[src/core/ncq_ctl_pkg.sv]
// Package: command fields, encodings and status bits for the queued control-command block
package ncq_ctl_pkg;
  localparam int TAG_W = 5;
  localparam int QDEPTH = 32;
  localparam logic [7:0] CMD_NCQ_NONDATA = 8'h63;
  localparam int DEVHEAD_FUA_BIT = 6;
  localparam int DEVHEAD_ZERO_BIT = 4;
  localparam logic [3:0] SUB_ABORT = 4'h0;
  localparam logic [3:0] SUB_DEADLINE = 4'h1;
  localparam logic [3:0] ABT_ALL = 4'h0;
  localparam logic [3:0] ABT_STREAM = 4'h1;
  localparam logic [3:0] ABT_NONSTREAM = 4'h2;
  localparam logic [3:0] ABT_SELECTED = 4'h3;
  localparam int FEAT_SUB_LO = 0;
  localparam int FEAT_TYPE_LO = 4;
  localparam int FEAT_WSD_BIT = 4;
  localparam int FEAT_RSD_BIT = 5;
  localparam int TAG_FIELD_LO = 3;
  localparam logic [1:0] PRIORITY_CLASS_ISOCH = 2'h1;
  localparam int STAT_ERR_BIT = 0;
  localparam int STAT_DSC_BIT = 4;
  localparam int STAT_RDY_BIT = 6;
  localparam int ERR_ABT_BIT = 2;
  localparam logic [7:0] STATUS_RESET = 8'h50;
  localparam logic [7:0] ERROR_RESET = 8'h00;

  // Command block as presented by the host
  typedef struct packed {
    logic [7:0] feature;
    logic [7:0] sector_count;
    logic [7:0] sector_number;
    logic [7:0] device_head;
    logic [7:0] command;
  } cmd_block_t;

  // Set Device Bits report to the host
  typedef struct packed {
    logic [7:0] status;
    logic [7:0] error;
    logic [QDEPTH-1:0] act;
  } sdb_report_t;
endpackage

[src/core/deadline_watch.sv]
// Per-tag deadline watch: flags a strict-class command that ran past its limit
`timescale 1ns/1ns
module deadline_watch
  import ncq_ctl_pkg::*;
#(
  parameter int CNT_W = 16
) (
  input wire logic core_clk,
  input wire logic rst_n,
  input wire logic start,
  input wire logic stop,
  input wire logic is_write,
  input wire logic [1:0] priority_class,
  input wire logic write_strict_deadline,
  input wire logic read_strict_deadline,
  input wire logic [CNT_W-1:0] completion_time_limit,
  output logic expired
);
  logic running_r;
  logic strict_r;
  logic is_write_r;
  logic [CNT_W-1:0] count_r;

  // Class captured at issue; only isochronous deadline-dependent class is strict
  always_ff @(posedge core_clk or negedge rst_n) begin
    if (!rst_n) begin
      running_r <= 1'b0;
      strict_r <= 1'b0;
      is_write_r <= 1'b0;
    end else if (stop) begin
      running_r <= 1'b0;
    end else if (start) begin
      running_r <= 1'b1;
      strict_r <= (priority_class == PRIORITY_CLASS_ISOCH);
      is_write_r <= is_write;
    end
  end

  // Elapsed cycles since issue, saturating
  always_ff @(posedge core_clk or negedge rst_n) begin
    if (!rst_n) begin
      count_r <= '0;
    end else if (start || stop) begin
      count_r <= '0;
    end else if (running_r && count_r != '1) begin
      count_r <= count_r + 1'b1;
    end
  end

  // Flags apply at check time, so a later deadline command governs pending work
  assign expired = running_r && strict_r && (count_r >= completion_time_limit)
    && (is_write_r ? write_strict_deadline : read_strict_deadline);
endmodule // deadline_watch

[src/core/ncq_abort_deadline_handler.sv]
// Queued non-data command interpreter: queue abort and deadline handling
// Notes on behaviour
// Subcommand zero is abort; type bits 7:4
// Host tag in sector count 7:3
// Target tag in sector number 7:3
// Type zero cancels all outstanding commands
// Type one cancels streaming commands only
// Type two cancels non-streaming commands only
// Type three cancels the target tag only
// Subcommand one is deadline handling
// Accepted deadline command completes without error
// Success reported by Set Device Bits report
// Deadline command aborted when queuing disabled
// Target tag equal own tag aborts
// Invalid target tag aborts
// Unsupported abort type aborts
// Write flag clear lets writes overrun
// Write flag set: overrun aborts everything
// Write flag only for isochronous class
// Read flag clear lets reads overrun
// Read flag set: overrun aborts everything
// Read flag only for isochronous class
// One opcode, device/head bit6 set, bit4 clear
`timescale 1ns/1ns
module ncq_abort_deadline_handler
  import ncq_ctl_pkg::*;
#(
  parameter int QD = QDEPTH,
  parameter int CNT_W = 16,
  // Bit n set: abort type n is honoured
  parameter logic [3:0] SUPPORTED_TYPES = 4'hF
) (
  input wire logic core_clk,
  input wire logic rst_n,
  // Command strobe and block from the host-facing transport
  input wire logic cmd_valid,
  input wire cmd_block_t cmd_in,
  output logic cmd_ready,
  // Queue state from the command engine
  input wire logic ncq_enabled,
  input wire logic [QD-1:0] outstanding,
  input wire logic [QD-1:0] streaming,
  input wire logic [TAG_W-1:0] max_tag,
  // Issue/complete events for timed data commands
  input wire logic issue_valid,
  input wire logic [TAG_W-1:0] issue_tag,
  input wire logic issue_is_write,
  input wire logic [1:0] issue_priority,
  input wire logic done_valid,
  input wire logic [TAG_W-1:0] done_tag,
  input wire logic [CNT_W-1:0] completion_time_limit,
  // Cancel request to the command engine
  output logic [QD-1:0] cancel_mask,
  output logic cancel_valid,
  output logic deadline_abort_all,
  // Register-image results and completion report
  output logic [7:0] status_out,
  output logic [7:0] error_out,
  output logic write_strict_deadline,
  output logic read_strict_deadline,
  output logic sdb_valid,
  output sdb_report_t sdb_out,
  output logic abort_valid,
  input wire logic report_ready
);
  // Idle takes a command, execute judges it, report waits for the host
  typedef enum logic [1:0] {ST_IDLE, ST_EXEC, ST_REPORT} state_t;

  // Sequencing state and registered answers
  state_t state_r;
  cmd_block_t cmd_r;
  logic [QD-1:0] cancel_mask_r;
  logic cancel_valid_r;
  logic wsd_r;
  logic rsd_r;
  logic [7:0] status_r;
  logic [7:0] error_r;
  logic sdb_valid_r;
  logic abort_valid_r;
  sdb_report_t sdb_r;
  logic deadline_abort_r;
  logic [QD-1:0] expired_vec;

  // Decoded fields, checks and per-tag strobes
  logic [3:0] sub;
  logic [3:0] abt_type;
  logic [TAG_W-1:0] own_tag;
  logic [TAG_W-1:0] tgt_tag;
  logic is_ours;
  logic type_ok;
  logic tag_bad;
  logic cmd_bad;
  logic [QD-1:0] sel_mask;
  logic take;
  logic is_abort;
  logic is_deadline;
  logic tgt_is_own;
  logic tgt_out_of_range;
  logic type_in_range;
  logic [QD-1:0] own_bit;
  logic [QD-1:0] tgt_bit;
  logic [7:0] status_img;
  logic [7:0] error_img;
  logic [QD-1:0] act_img;
  logic [QD-1:0] issue_hit;
  logic [QD-1:0] done_hit;
  logic overrun_any;

  // Field extraction from the latched block
  assign sub = cmd_r.feature[FEAT_SUB_LO +: 4];
  assign abt_type = cmd_r.feature[FEAT_TYPE_LO +: 4];
  assign own_tag = cmd_r.sector_count[TAG_FIELD_LO +: TAG_W];
  assign tgt_tag = cmd_r.sector_number[TAG_FIELD_LO +: TAG_W];

  // Subcommand decode; anything but abort and deadline handling is refused
  assign is_abort = (sub == SUB_ABORT);
  assign is_deadline = (sub == SUB_DEADLINE);

  // Tag decode; the target tag only matters for the selected-abort type
  assign own_bit = QD'(1) << own_tag;
  assign tgt_bit = QD'(1) << tgt_tag;
  assign tgt_is_own = (tgt_tag == own_tag);
  assign tgt_out_of_range = (tgt_tag > max_tag);
  assign type_in_range = (abt_type <= ABT_SELECTED);

  // Opcode and device/head check for acceptance
  assign is_ours = cmd_valid && (cmd_in.command == CMD_NCQ_NONDATA)
    && cmd_in.device_head[DEVHEAD_FUA_BIT] && !cmd_in.device_head[DEVHEAD_ZERO_BIT];
  assign cmd_ready = (state_r == ST_IDLE);
  assign take = is_ours && cmd_ready;

  // Abort type support and target-tag checks
  always_comb begin
    type_ok = type_in_range && SUPPORTED_TYPES[abt_type[1:0]];
    tag_bad = (abt_type == ABT_SELECTED) && (tgt_is_own || tgt_out_of_range);
    cmd_bad = !ncq_enabled;
    if (is_abort) begin
      cmd_bad = cmd_bad || !type_ok || tag_bad;
    end else if (!is_deadline) begin
      cmd_bad = 1'b1;
    end
  end

  // Selection of commands to cancel per abort type; own tag never cancelled
  always_comb begin
    case (abt_type)
      ABT_ALL: sel_mask = outstanding;
      ABT_STREAM: sel_mask = outstanding & streaming;
      ABT_NONSTREAM: sel_mask = outstanding & ~streaming;
      ABT_SELECTED: sel_mask = outstanding & tgt_bit;
      default: sel_mask = '0;
    endcase
    sel_mask = sel_mask & ~own_bit;
  end

  // Command sequencing: latch, execute, report
  always_ff @(posedge core_clk or negedge rst_n) begin
    if (!rst_n) begin
      state_r <= ST_IDLE;
      cmd_r <= '0;
    end else begin
      case (state_r)
        ST_IDLE: begin
          if (take) begin
            cmd_r <= cmd_in;
            state_r <= ST_EXEC;
          end
        end
        ST_EXEC: state_r <= ST_REPORT;
        ST_REPORT: begin
          if (report_ready) begin
            state_r <= ST_IDLE;
          end
        end
        default: state_r <= ST_IDLE;
      endcase
    end
  end

  // Execution results, computed once in the execute state
  always_ff @(posedge core_clk or negedge rst_n) begin
    if (!rst_n) begin
      cancel_mask_r <= '0;
      cancel_valid_r <= 1'b0;
    end else begin
      cancel_valid_r <= 1'b0;
      if (state_r == ST_EXEC) begin
        if (!cmd_bad && is_abort) begin
          cancel_mask_r <= sel_mask;
          cancel_valid_r <= 1'b1;
        end else begin
          cancel_mask_r <= '0;
        end
      end
    end
  end

  // Strict-deadline flags held until the next accepted deadline command
  always_ff @(posedge core_clk or negedge rst_n) begin
    if (!rst_n) begin
      wsd_r <= 1'b0;
      rsd_r <= 1'b0;
    end else if (state_r == ST_EXEC && !cmd_bad && is_deadline) begin
      wsd_r <= cmd_r.feature[FEAT_WSD_BIT];
      rsd_r <= cmd_r.feature[FEAT_RSD_BIT];
    end
  end

  // Answer images; abort bits sit on top of the idle ready image
  always_comb begin
    status_img = STATUS_RESET;
    error_img = ERROR_RESET;
    act_img = '0;
    if (cmd_bad) begin
      status_img[STAT_ERR_BIT] = 1'b1;
      error_img[ERR_ABT_BIT] = 1'b1;
    end else begin
      // Own tag always closes; cancelled tags close in the same report
      act_img = own_bit;
      if (is_abort) begin
        act_img = act_img | sel_mask;
      end
    end
  end

  // Status and error images; success carries no error bit
  always_ff @(posedge core_clk or negedge rst_n) begin
    if (!rst_n) begin
      status_r <= STATUS_RESET;
      error_r <= ERROR_RESET;
    end else if (state_r == ST_EXEC) begin
      status_r <= status_img;
      error_r <= error_img;
    end
  end

  // Completion report: pulse held until accepted downstream
  always_ff @(posedge core_clk or negedge rst_n) begin
    if (!rst_n) begin
      sdb_valid_r <= 1'b0;
      abort_valid_r <= 1'b0;
      sdb_r <= '0;
    end else if (state_r == ST_EXEC) begin
      sdb_valid_r <= !cmd_bad;
      abort_valid_r <= cmd_bad;
      sdb_r.status <= status_img;
      sdb_r.error <= error_img;
      sdb_r.act <= act_img;
    end else if (state_r == ST_REPORT && report_ready) begin
      sdb_valid_r <= 1'b0;
      abort_valid_r <= 1'b0;
    end
  end

  // One-hot issue and completion strobes, one bit per queue tag
  always_comb begin
    issue_hit = '0;
    done_hit = '0;
    if (issue_valid) begin
      issue_hit = QD'(1) << issue_tag;
    end
    if (done_valid) begin
      done_hit = QD'(1) << done_tag;
    end
  end

  // One deadline watch per queue tag
  for (genvar g = 0; g < QD; g++) begin : g_watch
    deadline_watch #(.CNT_W(CNT_W)) u_watch (
      .core_clk(core_clk),
      .rst_n(rst_n),
      .start(issue_hit[g]),
      .stop(done_hit[g] || deadline_abort_r),
      .is_write(issue_is_write),
      .priority_class(issue_priority),
      .write_strict_deadline(wsd_r),
      .read_strict_deadline(rsd_r),
      .completion_time_limit(completion_time_limit),
      .expired(expired_vec[g])
    );
  end

  // Any strict-class watch past its limit
  assign overrun_any = |expired_vec;

  // Any strict overrun aborts all outstanding commands; one-cycle pulse
  always_ff @(posedge core_clk or negedge rst_n) begin
    if (!rst_n) begin
      deadline_abort_r <= 1'b0;
    end else begin
      deadline_abort_r <= overrun_any && !deadline_abort_r;
    end
  end

  // Cancel and overrun requests toward the command engine
  assign cancel_mask = cancel_mask_r;
  assign cancel_valid = cancel_valid_r;
  assign deadline_abort_all = deadline_abort_r;

  // Answer images and report handshake, all from flip-flops
  assign status_out = status_r;
  assign error_out = error_r;
  assign write_strict_deadline = wsd_r;
  assign read_strict_deadline = rsd_r;
  assign sdb_valid = sdb_valid_r;
  assign abort_valid = abort_valid_r;
  assign sdb_out = sdb_r;
endmodule // ncq_abort_deadline_handler

[config.mk]
export PLATFORM = sky130hd
export DESIGN_NAME = ncq_abort_deadline_handler
export DESIGN_NICKNAME = d
export VERILOG_FILES = /design/src/core/ncq_ctl_pkg.sv /design/src/core/deadline_watch.sv /design/src/core/ncq_abort_deadline_handler.sv
export SDC_FILE = /design/constraint.sdc
export NUM_CORES = 2
export LEC_CHECK = 0
export BUFFER_PORTS_ARGS = -buffer_cell sky130_fd_sc_hd__buf_4
export CAP_MARGIN = 40
export CORE_ASPECT_RATIO = 0.9
export CORE_MARGIN = 2
export CORE_UTILIZATION = 40
export CTS_CLUSTER_SIZE = 24
export DETAILED_ROUTE_END_ITERATION = 10
export GPL_ROUTABILITY_DRIVEN = 1
export PLACE_DENSITY = 0.54
export SLEW_MARGIN = 40
export SYNTH_ARGS = -nofsm -noshare
export SYNTH_HDL_FRONTEND = slang
export SYNTH_SLANG_ARGS = --single-unit
[constraint.sdc]
create_clock -name core_clk -period 3.5 [get_ports core_clk]
set_clock_uncertainty 0.05 [all_clocks]
set_input_delay 0.7 -clock core_clk [delete_from_list [all_inputs] [get_ports core_clk]]
set_output_delay 0.7 -clock core_clk [all_outputs]
set_load 0.01 [all_outputs]
==> reports/metrics.yaml <==
status:
  status: "finished, final reports clean"
global_routing:
  grt_overflow: 0
  first_global_vias: 36530
  grt_max_degree: 125
  grt_antenna_before_repair: 5
  grt_pass1_wl_mm: 220.9
  grt.total_usage: 0.2388
clock_tree:
  clock_latency_ns: 0.66
  clk_pin_slew_ns: 0.06
  cts_max_path_buffers: 3
  h-tree-depth: 3
  cts_buffers: 87
  cts_tree: "yes"
  clock-sinks: 700
  root_buffer: "clkbuf_16"
  post-cts-setup-buffers: 0
  cts_hold_buf: 1
  cts_resized: 0
timing:
  worstMarginPinSlew_ns: 0.7767
  slew_headroom: 0.4811
  hold_viol: 0
  hold_ws_ns: 0.1753
  grt_setup_unrepaired: "false"
  period_share: 0.9721
  final-setup-viol-count: 0
  min_period_ns: 3.402
  fmaxAchievable_ghz: 0.2939
  slew_violations: 0
yosys:
  syn_area_sq_um: 45980
  async_reset_ff_frac: 1.000
  syn_inst: 5005
  synth-edff-count: 0
  yosysWarnings: 0
  synth-seq-cells: 700
  ys_seq_area_frac: 0.3810
  synth_cell_types: 84
  synth.avg_cell_area_sq_um: 9.186
  synthFlopType: "dfrtp_1"
placement:
  gp_congestion: 0.8888
  place_hpwl_mm: 105.2
  io_buffers: 209
flow_run:
  cap_viol_max_count: 0
drt:
  drt-total-wl_mm: 140.7
  wl_per_cell_um: 20.28
  num_vias: 37810
  drcViolationCount: 0
  vias_per_cell: 5.449
  firstDrtPassIters: 5
  first_iter_violations: 2838
  antenna_left: 0
critical_path:
  path_class: "flip-flop to flip-flop"
  cp-end-kind: "flip-flop"
  worstPathRequired_ns: 3.99
  start_kind: "flip-flop"
  path_max_fanout: 9
  arrival_ns: 3.89
floorplan:
  ioPinCount: 248
  dieArea_sq_um: 117700
  die_w_um: 361.4
  num_rows: 117
  initial_core_util: 0.4047
  die_h_um: 325.6
  core_sq_um: 113600
worst_hold_path:
  hp-class: "input pin to flip-flop"
final_layout:
  nFillCells: 10810
  nets: 6071
  drive_gt1_frac: 0.1282
  most-common-layout-cells: "dfrtp_1, nor2_1, ha_1"
  final_common_cell: "dfrtp_1"
  area_growth_syn_to_layout_pct: 16.83
power_and_ir_drop:
  p_total_uw: 36110
  leakagePower_uw: 0.02522
  power_density_nw_per_um2: 672.2
  ir_worst_vdd_mv: 0.3658
-- worst paths after layout --
kind / from / to / slack [ns] / cells after the start
worst max-delay path: write_strict_deadline / deadline_abort_all / 0.1 / 10
worst min-delay path: cmd_in[23] / cmd_r[23] / 0.18 / 3
worst max register to register: write_strict_deadline / deadline_abort_all / 0.1 / 10
worst min register to register: cancel_mask[2] / cancel_mask[2] / 0.43 / 2
max in group asynchronous: rst_n / g_watch[16].u_watch.count_r[11] / 1.86 / 3
min in group asynchronous: rst_n / g_watch[24].u_watch.count_r[15] / 0.49 / 2
-- power breakdown --
| group | internal [uW] | switching [uW] |
|---|---|---|
| Combinational | 5570 | 6470 |
| Sequential | 11000 | 3810 |
| Clock | 5540 | 3730 |
-- through the flow --
step,util,setup slack (ns),instance area (sq um),std cells,setup TNS (ns)
4_1_cts,0.4727,0.1751,53700,6933,0
5_1_grt,0.4728,0.01826,53710,6936,0
3_5_place_dp,0.4471,-0.2733,50790,6774,-0.2733
3_3_place_gp,0.4471,-0.1940,50790,6774,-0.1940
2_1_floorplan,-,0.1527,46070,5029,0
6_report,0.4729,0.09759,53720,6938,0
-- flip-flops by register name, indices dropped and copies added, names as in the netlist, 2 cells and up --
signal and count:
g_watch.u_watch.count_r 512, sdb_out 34, cancel_mask 32, g_watch.u_watch.is_write_r 32, g_watch.u_watch.running_r 32, g_watch.u_watch.strict_r 32
cmd_r 14, abt_type 4, state_r 2
-- synth_stat cells, types with 24 or more instances --
master,count,share of area
nor3_1,64,0.0070
and2_1,25,0.0034
and4_1,46,0.0088
nand2b_1,34,0.0046
nand3_1,158,0.017
xor2_1,222,0.042
a21o_1,74,0.012
nor4_1,24,0.0033
ha_1,549,0.15
o21ai_0,176,0.019
a21oi_1,346,0.038
dfrtp_1,700,0.38
buf_4,31,0.0051
clkbuf_1,104,0.0085
mux2i_1,48,0.010
nand2_1,462,0.038
or3_1,80,0.011
nor2b_1,114,0.016
mux2_2,77,0.019
o21ai_1,27,0.0029
inv_1,135,0.011
nand4_1,205,0.028
and3_1,113,0.015
o211ai_1,45,0.0073
a211oi_1,33,0.0054
nor2_1,666,0.054
xnor2_1,205,0.039
-- routing by layer --
layer / part of all wire / global-route usage
met2: 0.44 / 0.3735
met1: 0.49 / 0.3492
met4: 0.024 / 0.05897
met3: 0.044 / 0.03023
met5: 0.00013 / 0
-- area by class of cell --
cell class              count  area (sq um)  area share
well taps                1487          1861     0.03464
clock inverters            33         366.6    0.006825
inverters                 135         506.7    0.009434
flip-flops and latches    700         17520      0.3261
diodes                      5         12.51   0.0002329
multi-input cells        4037         27320      0.5086
repair buffers            416          3596     0.06694
clock buffers             125          2535     0.04719
-- worst max-delay path, stage by stage, from the launching register on --
cell and delay (ns):
dfrtp_1 0.67, buf_4 0.34, mux2i_1 0.31, nor3_1 0.12, a22oi_1 0.30, nand2_1 0.17
a2111oi_0 0.61, buf_4 0.24, nand4_1 0.13, nor4b_2 0.23, a21oi_1 0.09
-- logic make-up after synthesis --
kind of cell,synth area share
AND/OR/NAND/NOR,0.2164
AO/OA/AOI/OAI,0.1152
flip-flops,0.3810
adder cells (fa/ha/maj),0.1494
XOR/XNOR,0.08134
buffers and inverters,0.02716
multiplexers,0.02931
other,0.0001633
No activity file was read; power rests on OpenSTA's default activity.
